File: config.mk
export PLATFORM = sky130hd
export DESIGN_NAME = btbce_core
export DESIGN_NICKNAME = d
export VERILOG_FILES = /design/src/shared/btbce_pkg.sv /design/src/design/btbce_core.sv
export SDC_FILE = /design/constraint.sdc
export NUM_CORES = 1
export LEC_CHECK = 0
export ABC_AREA = 1
export CORE_ASPECT_RATIO = 0.6
export CORE_MARGIN = 10
export CORE_UTILIZATION = 50
export CTS_BUF_LIST = sky130_fd_sc_hd__clkbuf_4 sky130_fd_sc_hd__clkbuf_8 sky130_fd_sc_hd__clkbuf_16
export CTS_CLUSTER_SIZE = 20
export DETAILED_ROUTE_END_ITERATION = 8
export DONT_BUFFER_PORTS = 1
export MAX_ROUTING_LAYER = met4
export PLACE_DENSITY_LB_ADDON = 0.1
export SYNTH_ARGS = -nofsm -noshare
export SYNTH_HDL_FRONTEND = slang
export SYNTH_SLANG_ARGS = --single-unit
File: constraint.sdc
create_clock -name clk -period 6.11 [get_ports clk]
set_input_delay 1.833 -clock clk [delete_from_list [all_inputs] [get_ports clk]]
set_output_delay 1.833 -clock clk [all_outputs]
set_load 0.005 [all_outputs]
File: src/shared/btbce_pkg.sv
// constants for the bit-test branch and control executor
package btbce_pkg;
  // =====================
  // instruction kinds
  typedef enum logic [4:0] {
    BTBCE_NOP, BTBCE_BT_SADDR, BTBCE_BT_SFR, BTBCE_BT_A, BTBCE_BT_PSW, BTBCE_BT_HL,
    BTBCE_BF_SADDR, BTBCE_BF_SFR, BTBCE_BF_A, BTBCE_BF_PSW, BTBCE_BF_HL,
    BTBCE_BC_SADDR, BTBCE_BC_SFR, BTBCE_BC_A, BTBCE_BC_PSW, BTBCE_BC_HL,
    BTBCE_DB_B, BTBCE_DB_C, BTBCE_DB_SADDR, BTBCE_SEL, BTBCE_EI, BTBCE_DI,
    BTBCE_WORD_MOVE_INSTR_RP, BTBCE_HALT, BTBCE_STOP
  } btbce_op_t;
  // =====================
  // byte lengths
  localparam logic [2:0] BTBCE_LEN_1 = 3'h1;
  localparam logic [2:0] BTBCE_LEN_2 = 3'h2;
  localparam logic [2:0] BTBCE_LEN_3 = 3'h3;
  localparam logic [2:0] BTBCE_LEN_4 = 3'h4;
  // =====================
  // base clock counts
  localparam logic [7:0] BTBCE_CLK_2  = 8'h02;
  localparam logic [7:0] BTBCE_CLK_4  = 8'h04;
  localparam logic [7:0] BTBCE_CLK_6  = 8'h06;
  localparam logic [7:0] BTBCE_CLK_8  = 8'h08;
  localparam logic [7:0] BTBCE_CLK_9  = 8'h09;
  localparam logic [7:0] BTBCE_CLK_10 = 8'h0a;
  localparam logic [7:0] BTBCE_CLK_11 = 8'h0b;
  localparam logic [7:0] BTBCE_CLK_12 = 8'h0c;
  // =====================
  // program status word bit positions
  localparam int BTBCE_PSW_CY = 0;
  localparam int BTBCE_PSW_AC = 4;
  localparam int BTBCE_PSW_Z  = 6;
  // =====================
  // reset values
  localparam logic [7:0] BTBCE_PSW_RST = 8'h02;
  localparam logic [15:0] BTBCE_PC_RST = 16'h0000;
  // =====================
  // register pair codes, ax is pair 0
  localparam logic [1:0] BTBCE_RP_AX = 2'h0;
endpackage : btbce_pkg

File: src/design/btbce_core.sv
// executor for bit-test branches, decrement loops and cpu control instructions
`timescale 1ns/1ns
// Operation
// - bit-set branch on a short direct bit is 3 bytes and jumps to pc+3+offset when the bit is one.
// - bit-set branch on a peripheral bit is 4 bytes, 11 clocks, jumping to pc+4+offset when set.
// - bit-clear branch on a short direct bit is 4 bytes, jumps to pc+4+offset when zero, 10 or 11 clocks.
// - bit-clear branch on an accumulator bit is 3 bytes, 8 clocks, to pc+3+offset when zero.
// - test-and-clear on a short direct bit jumps to pc+4+offset when set, clears it, 10 or 12 clocks.
// - test-and-clear on a status word bit takes 12 clocks and may change zero, aux carry and carry.
// - test-and-clear through the pointer pair is 3 bytes, 10 clocks, or 12 plus read and write waits outside.
// - decrement loop on b or c decrements first and jumps to pc+2+offset if nonzero, 2 bytes, 6 clocks.
// - decrement loop on a short direct byte writes back and jumps to pc+3+offset if nonzero, 8 or 10.
// - one instruction clock is one cycle of the enabled cpu clock.
// - the short count applies to high-speed ram or no data access, the long count elsewhere.
// - external expansion accesses add the read wait count per read and write wait per write.
// - the word move with the accumulator pair decodes only for the three other pairs.
// - bit-set branch through the pointer pair is 3 bytes, 10 clocks, or 11 plus read waits outside.
module btbce_core
  import btbce_pkg::*;
#(
  parameter int WAIT_W = 4
) (
  input  wire logic              clk,
  input  wire logic              rst,
  input  wire logic              clk_en,
  input  wire logic              start,
  input  wire btbce_op_t         op,
  input  wire logic [2:0]        bit_sel,
  input  wire logic [7:0]        signed_jump_offset,
  input  wire logic [7:0]        mem_data,
  input  wire logic [7:0]        acc_in,
  input  wire logic [7:0]        reg_b_in,
  input  wire logic [7:0]        reg_c_in,
  input  wire logic [1:0]        rp_sel,
  input  wire logic [1:0]        bank_operand,
  input  wire logic              hs_ram,
  input  wire logic              ext_area,
  input  wire logic [WAIT_W-1:0] read_waits,
  input  wire logic [WAIT_W-1:0] write_waits,
  input  wire logic [15:0]       pc_in,
  output logic                   busy,
  output logic                   done,
  output logic                   illegal,
  output logic [15:0]            pc_out,
  output logic                   mem_we,
  output logic [7:0]             mem_wdata,
  output logic [7:0]             acc_out,
  output logic [7:0]             reg_b_out,
  output logic [7:0]             reg_c_out,
  output logic [7:0]             program_status_word,
  output logic [1:0]             register_bank_field,
  output logic                   global_interrupt_allow_flag,
  output logic                   halt_req,
  output logic                   stop_req
);

  // =====================
  // decode helpers
  function automatic logic is_bitop(input btbce_op_t o);
    is_bitop = (o >= BTBCE_BT_SADDR) && (o <= BTBCE_BC_HL);
  endfunction

  function automatic logic [7:0] clear_bit(input logic [7:0] v, input logic [2:0] b);
    clear_bit = v & ~(8'h01 << b);
  endfunction

  // =====================
  // combinational execution
  logic [2:0]  len;
  logic [7:0]  cnt_d;
  logic        taken;
  logic        tbit;
  logic [7:0]  src;
  logic [7:0]  dec;
  logic        ill;
  logic [7:0]  rw;
  logic [7:0]  program_status_word_q;
  logic [7:0]  ww;

  assign rw = 8'(read_waits);
  assign ww = 8'(write_waits);

  always_comb begin
    src = mem_data;
    if (op == BTBCE_BT_A || op == BTBCE_BF_A || op == BTBCE_BC_A) begin
      src = acc_in;
    end else if (op == BTBCE_BT_PSW || op == BTBCE_BF_PSW || op == BTBCE_BC_PSW) begin
      src = program_status_word_q;
    end else if (op == BTBCE_DB_B) begin
      src = reg_b_in;
    end else if (op == BTBCE_DB_C) begin
      src = reg_c_in;
    end
  end

  assign tbit = src[bit_sel];
  assign dec  = src - 8'h01;

  always_comb begin
    len   = BTBCE_LEN_2;
    cnt_d = BTBCE_CLK_2;
    taken = 1'b0;
    ill   = 1'b0;
    case (op)
      BTBCE_BT_SADDR: begin
        len = BTBCE_LEN_3;
        cnt_d = hs_ram ? BTBCE_CLK_8 : BTBCE_CLK_9;
        taken = tbit;
      end
      BTBCE_BT_SFR: begin
        len = BTBCE_LEN_4; cnt_d = BTBCE_CLK_11; taken = tbit;
      end
      BTBCE_BT_A: begin
        len = BTBCE_LEN_3; cnt_d = BTBCE_CLK_8; taken = tbit;
      end
      BTBCE_BT_PSW: begin
        len = BTBCE_LEN_3; cnt_d = BTBCE_CLK_9; taken = tbit;
      end
      BTBCE_BT_HL: begin
        len = BTBCE_LEN_3;
        cnt_d = hs_ram ? BTBCE_CLK_10 : BTBCE_CLK_11 + (ext_area ? rw : 8'h00);
        taken = tbit;
      end
      BTBCE_BF_SADDR: begin
        len = BTBCE_LEN_4; cnt_d = hs_ram ? BTBCE_CLK_10 : BTBCE_CLK_11; taken = ~tbit;
      end
      BTBCE_BF_SFR: begin
        len = BTBCE_LEN_4; cnt_d = BTBCE_CLK_11; taken = ~tbit;
      end
      BTBCE_BF_A: begin
        len = BTBCE_LEN_3; cnt_d = BTBCE_CLK_8; taken = ~tbit;
      end
      BTBCE_BF_PSW: begin
        len = BTBCE_LEN_4; cnt_d = BTBCE_CLK_11; taken = ~tbit;
      end
      BTBCE_BF_HL: begin
        len = BTBCE_LEN_3;
        cnt_d = hs_ram ? BTBCE_CLK_10 : BTBCE_CLK_11 + (ext_area ? rw : 8'h00);
        taken = ~tbit;
      end
      BTBCE_BC_SADDR: begin
        len = BTBCE_LEN_4; cnt_d = hs_ram ? BTBCE_CLK_10 : BTBCE_CLK_12; taken = tbit;
      end
      BTBCE_BC_SFR: begin
        len = BTBCE_LEN_4; cnt_d = BTBCE_CLK_12; taken = tbit;
      end
      BTBCE_BC_A: begin
        len = BTBCE_LEN_3; cnt_d = BTBCE_CLK_8; taken = tbit;
      end
      BTBCE_BC_PSW: begin
        len = BTBCE_LEN_4; cnt_d = BTBCE_CLK_12; taken = tbit;
      end
      BTBCE_BC_HL: begin
        len = BTBCE_LEN_3;
        cnt_d = hs_ram ? BTBCE_CLK_10
              : BTBCE_CLK_12 + (ext_area ? rw + ww : 8'h00);
        taken = tbit;
      end
      BTBCE_DB_B, BTBCE_DB_C: begin
        len = BTBCE_LEN_2; cnt_d = BTBCE_CLK_6; taken = (dec != 8'h00);
      end
      BTBCE_DB_SADDR: begin
        len = BTBCE_LEN_3; cnt_d = hs_ram ? BTBCE_CLK_8 : BTBCE_CLK_10;
        taken = (dec != 8'h00);
      end
      BTBCE_SEL: begin
        len = BTBCE_LEN_2; cnt_d = BTBCE_CLK_4;
      end
      BTBCE_EI, BTBCE_DI: begin
        len = BTBCE_LEN_2; cnt_d = BTBCE_CLK_6;
      end
      BTBCE_WORD_MOVE_INSTR_RP: begin
        len = BTBCE_LEN_1; cnt_d = BTBCE_CLK_4;
        ill = (rp_sel == BTBCE_RP_AX);
      end
      BTBCE_HALT, BTBCE_STOP: begin
        len = BTBCE_LEN_2; cnt_d = BTBCE_CLK_6;
      end
      default: begin
        len = BTBCE_LEN_1; cnt_d = BTBCE_CLK_2;
      end
    endcase
  end

  // =====================
  // cycle counter, one count per enabled clock
  logic [7:0] cnt_q;
  logic       busy_q;
  logic       done_q;
  logic       ill_q;

  always_ff @(posedge clk) begin
    if (rst) begin
      cnt_q  <= 8'h00;
      busy_q <= 1'b0;
      done_q <= 1'b0;
      ill_q  <= 1'b0;
    end else if (clk_en) begin
      done_q <= 1'b0;
      if (start && !busy_q) begin
        cnt_q  <= cnt_d - 8'h01;
        busy_q <= 1'b1;
        ill_q  <= ill;
      end else if (busy_q) begin
        if (cnt_q == 8'h01 || cnt_q == 8'h00) begin
          busy_q <= 1'b0;
          done_q <= 1'b1;
        end
        cnt_q <= cnt_q - 8'h01;
      end
    end
  end

  // =====================
  // architectural results, captured at start, shown while busy
  logic [15:0] pc_q;
  logic        we_q;
  logic [7:0]  wdata_q;
  logic [7:0]  acc_q;
  logic [7:0]  b_q;
  logic [7:0]  c_q;
  logic [1:0]  bank_q;
  logic        ie_q;
  logic        halt_q;
  logic        stop_q;
  logic [15:0] target;

  assign target = pc_in + 16'(len) + {{8{signed_jump_offset[7]}}, signed_jump_offset};

  always_ff @(posedge clk) begin
    if (rst) begin
      pc_q    <= BTBCE_PC_RST;
      we_q    <= 1'b0;
      wdata_q <= 8'h00;
      acc_q   <= 8'h00;
      b_q     <= 8'h00;
      c_q     <= 8'h00;
    end else if (clk_en && start && !busy_q) begin
      pc_q    <= (taken && !ill) ? target : pc_in + 16'(len);
      acc_q   <= (op == BTBCE_BC_A && tbit) ? clear_bit(acc_in, bit_sel) : acc_in;
      b_q     <= (op == BTBCE_DB_B) ? dec : reg_b_in;
      c_q     <= (op == BTBCE_DB_C) ? dec : reg_c_in;
      we_q    <= ((op == BTBCE_BC_SADDR || op == BTBCE_BC_SFR || op == BTBCE_BC_HL) && tbit)
                 || (op == BTBCE_DB_SADDR);
      wdata_q <= (op == BTBCE_DB_SADDR) ? dec : clear_bit(mem_data, bit_sel);
    end else if (clk_en) begin
      we_q <= 1'b0; // write strobe lasts one enabled cycle
    end
  end

  // status word, bank field and interrupt flag
  always_ff @(posedge clk) begin
    if (rst) begin
      program_status_word_q <= BTBCE_PSW_RST;
      bank_q <= 2'h0;
      ie_q   <= 1'b0;
      halt_q <= 1'b0;
      stop_q <= 1'b0;
    end else if (clk_en && start && !busy_q) begin
      if (op == BTBCE_BC_PSW && tbit) begin
        program_status_word_q <= clear_bit(program_status_word_q, bit_sel);
      end
      if (op == BTBCE_SEL) begin
        bank_q <= bank_operand;
      end
      if (op == BTBCE_EI) begin
        ie_q <= 1'b1;
      end else if (op == BTBCE_DI) begin
        ie_q <= 1'b0;
      end
      halt_q <= (op == BTBCE_HALT);
      stop_q <= (op == BTBCE_STOP);
    end
  end

  assign busy      = busy_q;
  assign done      = done_q;
  assign illegal   = ill_q;
  assign pc_out    = pc_q;
  assign mem_we    = we_q;
  assign mem_wdata = wdata_q;
  assign acc_out   = acc_q;
  assign reg_b_out = b_q;
  assign reg_c_out = c_q;
  assign program_status_word         = program_status_word_q;
  assign register_bank_field         = bank_q;
  assign global_interrupt_allow_flag = ie_q;
  assign halt_req  = halt_q;
  assign stop_req  = stop_q;

endmodule // btbce_core

==> tab_implementation.tex <==
\begin{tabular}{lr}
\hline
Metric & Value \\
\hline
\multicolumn{2}{l}{\textbf{Clocking}} \\
Sinks on the clock net & 73 \\
Clock-pin slew on the worst setup and hold paths & 60 ps \\
Maximum clock insertion buffer count & 2 \\
Master cell of the clock root buffer & sky130\_fd\_sc\_hd\_\_clkbuf\_16 \\
Cts bufs inserted & 9 \\
Clock network latency to the later pin of the worst-skew pair & 340 ps \\
TritonCTS clock tree & yes \\
Number of H-tree levels & 3 \\
CTS Hold Bufs & 0 \\
\multicolumn{2}{l}{\textbf{Final layout}} \\
Final layout net count & 1053 \\
Non-filler instance count after layout & 1103 \\
Inserted Diodes & 0 \\
FILL cells & 1151 \\
Final Cell Area & 6336 µm² \\
Fraction of final layout cells with drive strength greater than 1 & 0.08271 \\
Multi-input gate area & 3840 µm² \\
FF+latch area & 1461 µm² \\
Synth-to-Final Area Change & 7.745\% \\
\multicolumn{2}{l}{\textbf{STA}} \\
Maximum achievable frequency & 175.0 MHz \\
Clock skew & 6.791 ps \\
Total Neg Setup Slack & 0 ps \\
Actual slew at the worst max-slew pin & 926.0 ps \\
Post-layout minimum cycle time & 5714 ps \\
\# setup viols final & 0 \\
Pins over their slew limit & 0 \\
Fin. Hold Viols & 0 \\
RSZ-0062 raised after global routing & no \\
Share of the clock period used by the worst path after layout & 0.9351 \\
Worst hold slack after final layout & 479.9 ps \\
Max\_slew headroom & 0.3820 \\
\multicolumn{2}{l}{\textbf{Setup path}} \\
WP data required & 6350 ps \\
Crit Path Max Fanout & 5 \\
Buffers \& Inverters on Critical Path & 2 \\
Worst Setup Start Kind & input port \\
Crit path from & op[2] \\
Maximum single-stage delay on the critical path & 440 ps \\
Arrival @ worst endpoint & 5950 ps \\
Cell depth of the worst flop-to-flop path & 15 \\
Most prevalent standard cell on the critical path & sky130\_fd\_sc\_hd\_\_nand2\_1 \\
Critical Path Slowest Stage Cell & sky130\_fd\_sc\_hd\_\_o21ai\_0 \\
Largest delay contributor family on the critical path & simple AND/OR/NAND/NOR gates \\
Stages on the worst setup path & 25 \\
Category of the critical setup timing path & in2reg \\
Source of the worst register-to-register timing path & program\_status\_word[0] \\
Worst Setup End Kind & register \\
\multicolumn{2}{l}{\textbf{Global routing}} \\
Via count of the first global-routing pass & 5673 \\
Combined global-route utilization of all metal layers & 0.2492 \\
Global-route wire length before repair & 33020 µm \\
Sum of overflow across all layers after global routing & 0 \\
Number of antenna violations at the first check in global routing & 0 \\
Largest net degree at the start of global routing & 51 \\
\multicolumn{2}{l}{\textbf{Pwr}} \\
Pwr/cell area & 231.4 nW/µm² \\
Clk network pwr share & 0.350 \\
Combinational fraction of design power & 0.290 \\
Switch Pwr & 532.6 µW \\
Highest ir drop seen on vdd & 132.7 µV \\
Fraction of power spent switching nets & 0.3633 \\
Register share of total power & 0.360 \\
Int Pwr & 933.3 µW \\
Power, Total & 1466 µW \\
Leak Pwr & 0.002908 µW \\
\multicolumn{2}{l}{\textbf{Floorplan}} \\
Number of top-level design ports & 147 \\
Die Area & 16640 µm² \\
Horizontal die dimension & 160.0 µm \\
Std-Cell Core Area & 11410 µm² \\
Starting utilization of the core area & 0.5154 \\
Std cell rows & 30 \\
Die extent in y & 104.0 µm \\
\multicolumn{2}{l}{\textbf{Placement}} \\
GPL Wtd Cong & 0.9953 \\
HPWL after detailed placement & 16630 µm \\
Port Buffer Count & 0 \\
Area of placed instances & 6047 µm² \\
Number of instances in the placed design & 1087 \\
\multicolumn{2}{l}{\textbf{Yosys}} \\
Top cell types by occurrence after synthesis & sky130\_fd\_sc\_hd\_\_nand2\_1 (210), sky130\_fd\_sc\_hd\_\_nor2\_1 (113), sky130\_fd\_sc\_hd\_\_inv\_1 (107) \\
Number of synthesis warnings & 0 \\
Top flip-flop cell by instance count after synthesis & sky130\_fd\_sc\_hd\_\_dfxtp\_1 \\
Post-synthesis cell area & 5881 µm² \\
Cell count after synthesis & 942 \\
Post-synthesis net count & 1057 \\
Top post-synthesis cells by area & sky130\_fd\_sc\_hd\_\_dfxtp\_1 (25\%), sky130\_fd\_sc\_hd\_\_nand2\_1 (13\%), sky130\_fd\_sc\_hd\_\_a21oi\_1 (7.3\%), sky130\_fd\_sc\_hd\_\_nor2\_1 (7.2\%), sky130\_fd\_sc\_hd\_\_inv\_1 (6.8\%) \\
Proportion of synthesized chip area in sequential cells & 0.2485 \\
Count of state elements after synthesis & 73 \\
Post-synth EDFFs & 0 \\
Proportion of register bits with asynchronous set or reset after synthesis & 0 \\
Dominant cell type by area after synthesis & sky130\_fd\_sc\_hd\_\_dfxtp\_1 \\
Portion of synthesized cell area occupied by the leading cell type & 0.2485 \\
Average footprint of a synthesized cell & 6.243 µm² \\
Count leader, synth & sky130\_fd\_sc\_hd\_\_nand2\_1 \\
Distinct cell type count of the synthesized netlist & 43 \\
\multicolumn{2}{l}{\textbf{Drt}} \\
Number of nets with antenna violations after routing & 0 \\
Via-to-Cell Ratio & 5.743 \\
Average detailed-routed wire length per instance & 18.94 µm \\
Number of DRC markers in iteration 0 & 722 \\
DRC violations left & 0 \\
Final wirelength & 20890 µm \\
Total number of vias & 6334 \\
First drt pass iteration count & 7 \\
\multicolumn{2}{l}{\textbf{Run}} \\
Max cap viols & 0 \\
\multicolumn{2}{l}{\textbf{Hold path}} \\
Cells on Worst Hold Path & 2 \\
Hold Crit Start & reg\_c\_out[2] \\
Class of the tightest hold or removal check & reg2reg \\
\multicolumn{2}{l}{\textbf{Status}} \\
Outcome & complete, no violations \\
\hline
\end{tabular}
flip-flops by register name (all words and copies together), names as in the netlist:
name,cells
cnt_q,8
mem_wdata,8
stop_req,1
reg_b_out,8
halt_req,1
program_status_word,8
global_interrupt_allow_flag,1
done,1
register_bank_field,2
pc_out,16
busy,1
acc_out,8
reg_c_out,8
illegal,1
mem_we,1
area by class of cell:
type,count,share of cell area
multi-input cells,721,0.6060
inverters,117,0.06931
well taps,160,0.03160
flip-flops and latches,73,0.2306
repair buffers,16,0.01896
clock inverters,6,0.006714
clock buffers,10,0.03673
per-stage QoR:
step                worst slack [ps]    util
floorplan                      776.9       -
global placement               161.5  0.5299
detailed placement             136.5  0.5299
CTS                            468.5  0.5541
global route                   15.91  0.5553
finish                         396.4  0.5553
placed cells by master, fill, tap and decap left out, drive strengths merged, types with 3 or more instances in the layout:
master and count:
clkinv 5, a31oi 9, fa 3, ha 30, dfxtp 73, o21bai 3
xnor2 7, o211ai 22, clkbuf 10, nand4 12, nand2 222, o21ai 67
or2 10, nor3 17, inv 116, a21oi 89, nor2 118, nor4 3
xor2 22, buf 16, nand3 72
kinds of logic after synthesis:
kind of cell | Yosys count | share of synthesized area
AOI/OAI and AO/OA | 202 | 0.1947
buffers and inverters | 148 | 0.1021
and+or+nand+nor | 457 | 0.3374
DFF | 73 | 0.2485
xor gates and xnor gates | 29 | 0.04319
adders and majority gates | 33 | 0.07404
power by group through the flow:
stage | Combinational [µW] | Clock [µW] | Sequential [µW]
finish | 425 | 513 | 528
CTS | 416 | 514 | 529
global route | 477 | 536 | 532
detailed placement | 413 | 0 | 539
floorplan | 318 | 0 | 529
global placement | 407 | 0 | 538
metal layers:
metal / vias to the layer above / global-route usage / share of wire
met4: 0 / 0.04308 / 0.0092
met1: 2859 / 0.3626 / 0.47
met5: - / - / 0
met3: 25 / 0.08933 / 0.15
met2: 353 / 0.3175 / 0.38
li1: 3097 / - / -
path summary, 6_finish.rpt:
path / endpoint / slack [ps]
worst max register to register: pc_out[4] / 3520
worst min register to register: reg_c_out[2] / 480
worst min-delay path: reg_c_out[2] / 480
worst max-delay path: pc_out[11] / 400
timing repair:
| action | 4_1_cts | 5_1_grt |
|---|---|---|
| endpoints found under the setup margin | 0 | 3 |
| endpoints found under the hold margin | 0 | 0 |
| setup buffers | 0 | 0 |
| gates resized for setup | 0 | 4 |
tightest hold or removal path, delay by kind of cell (launching register included):
kind	cells	cell delay, ps
flops	1	320
simple gates	1	60
compound gates	1	50
Note: power is estimated with default switching activity, not from simulation.
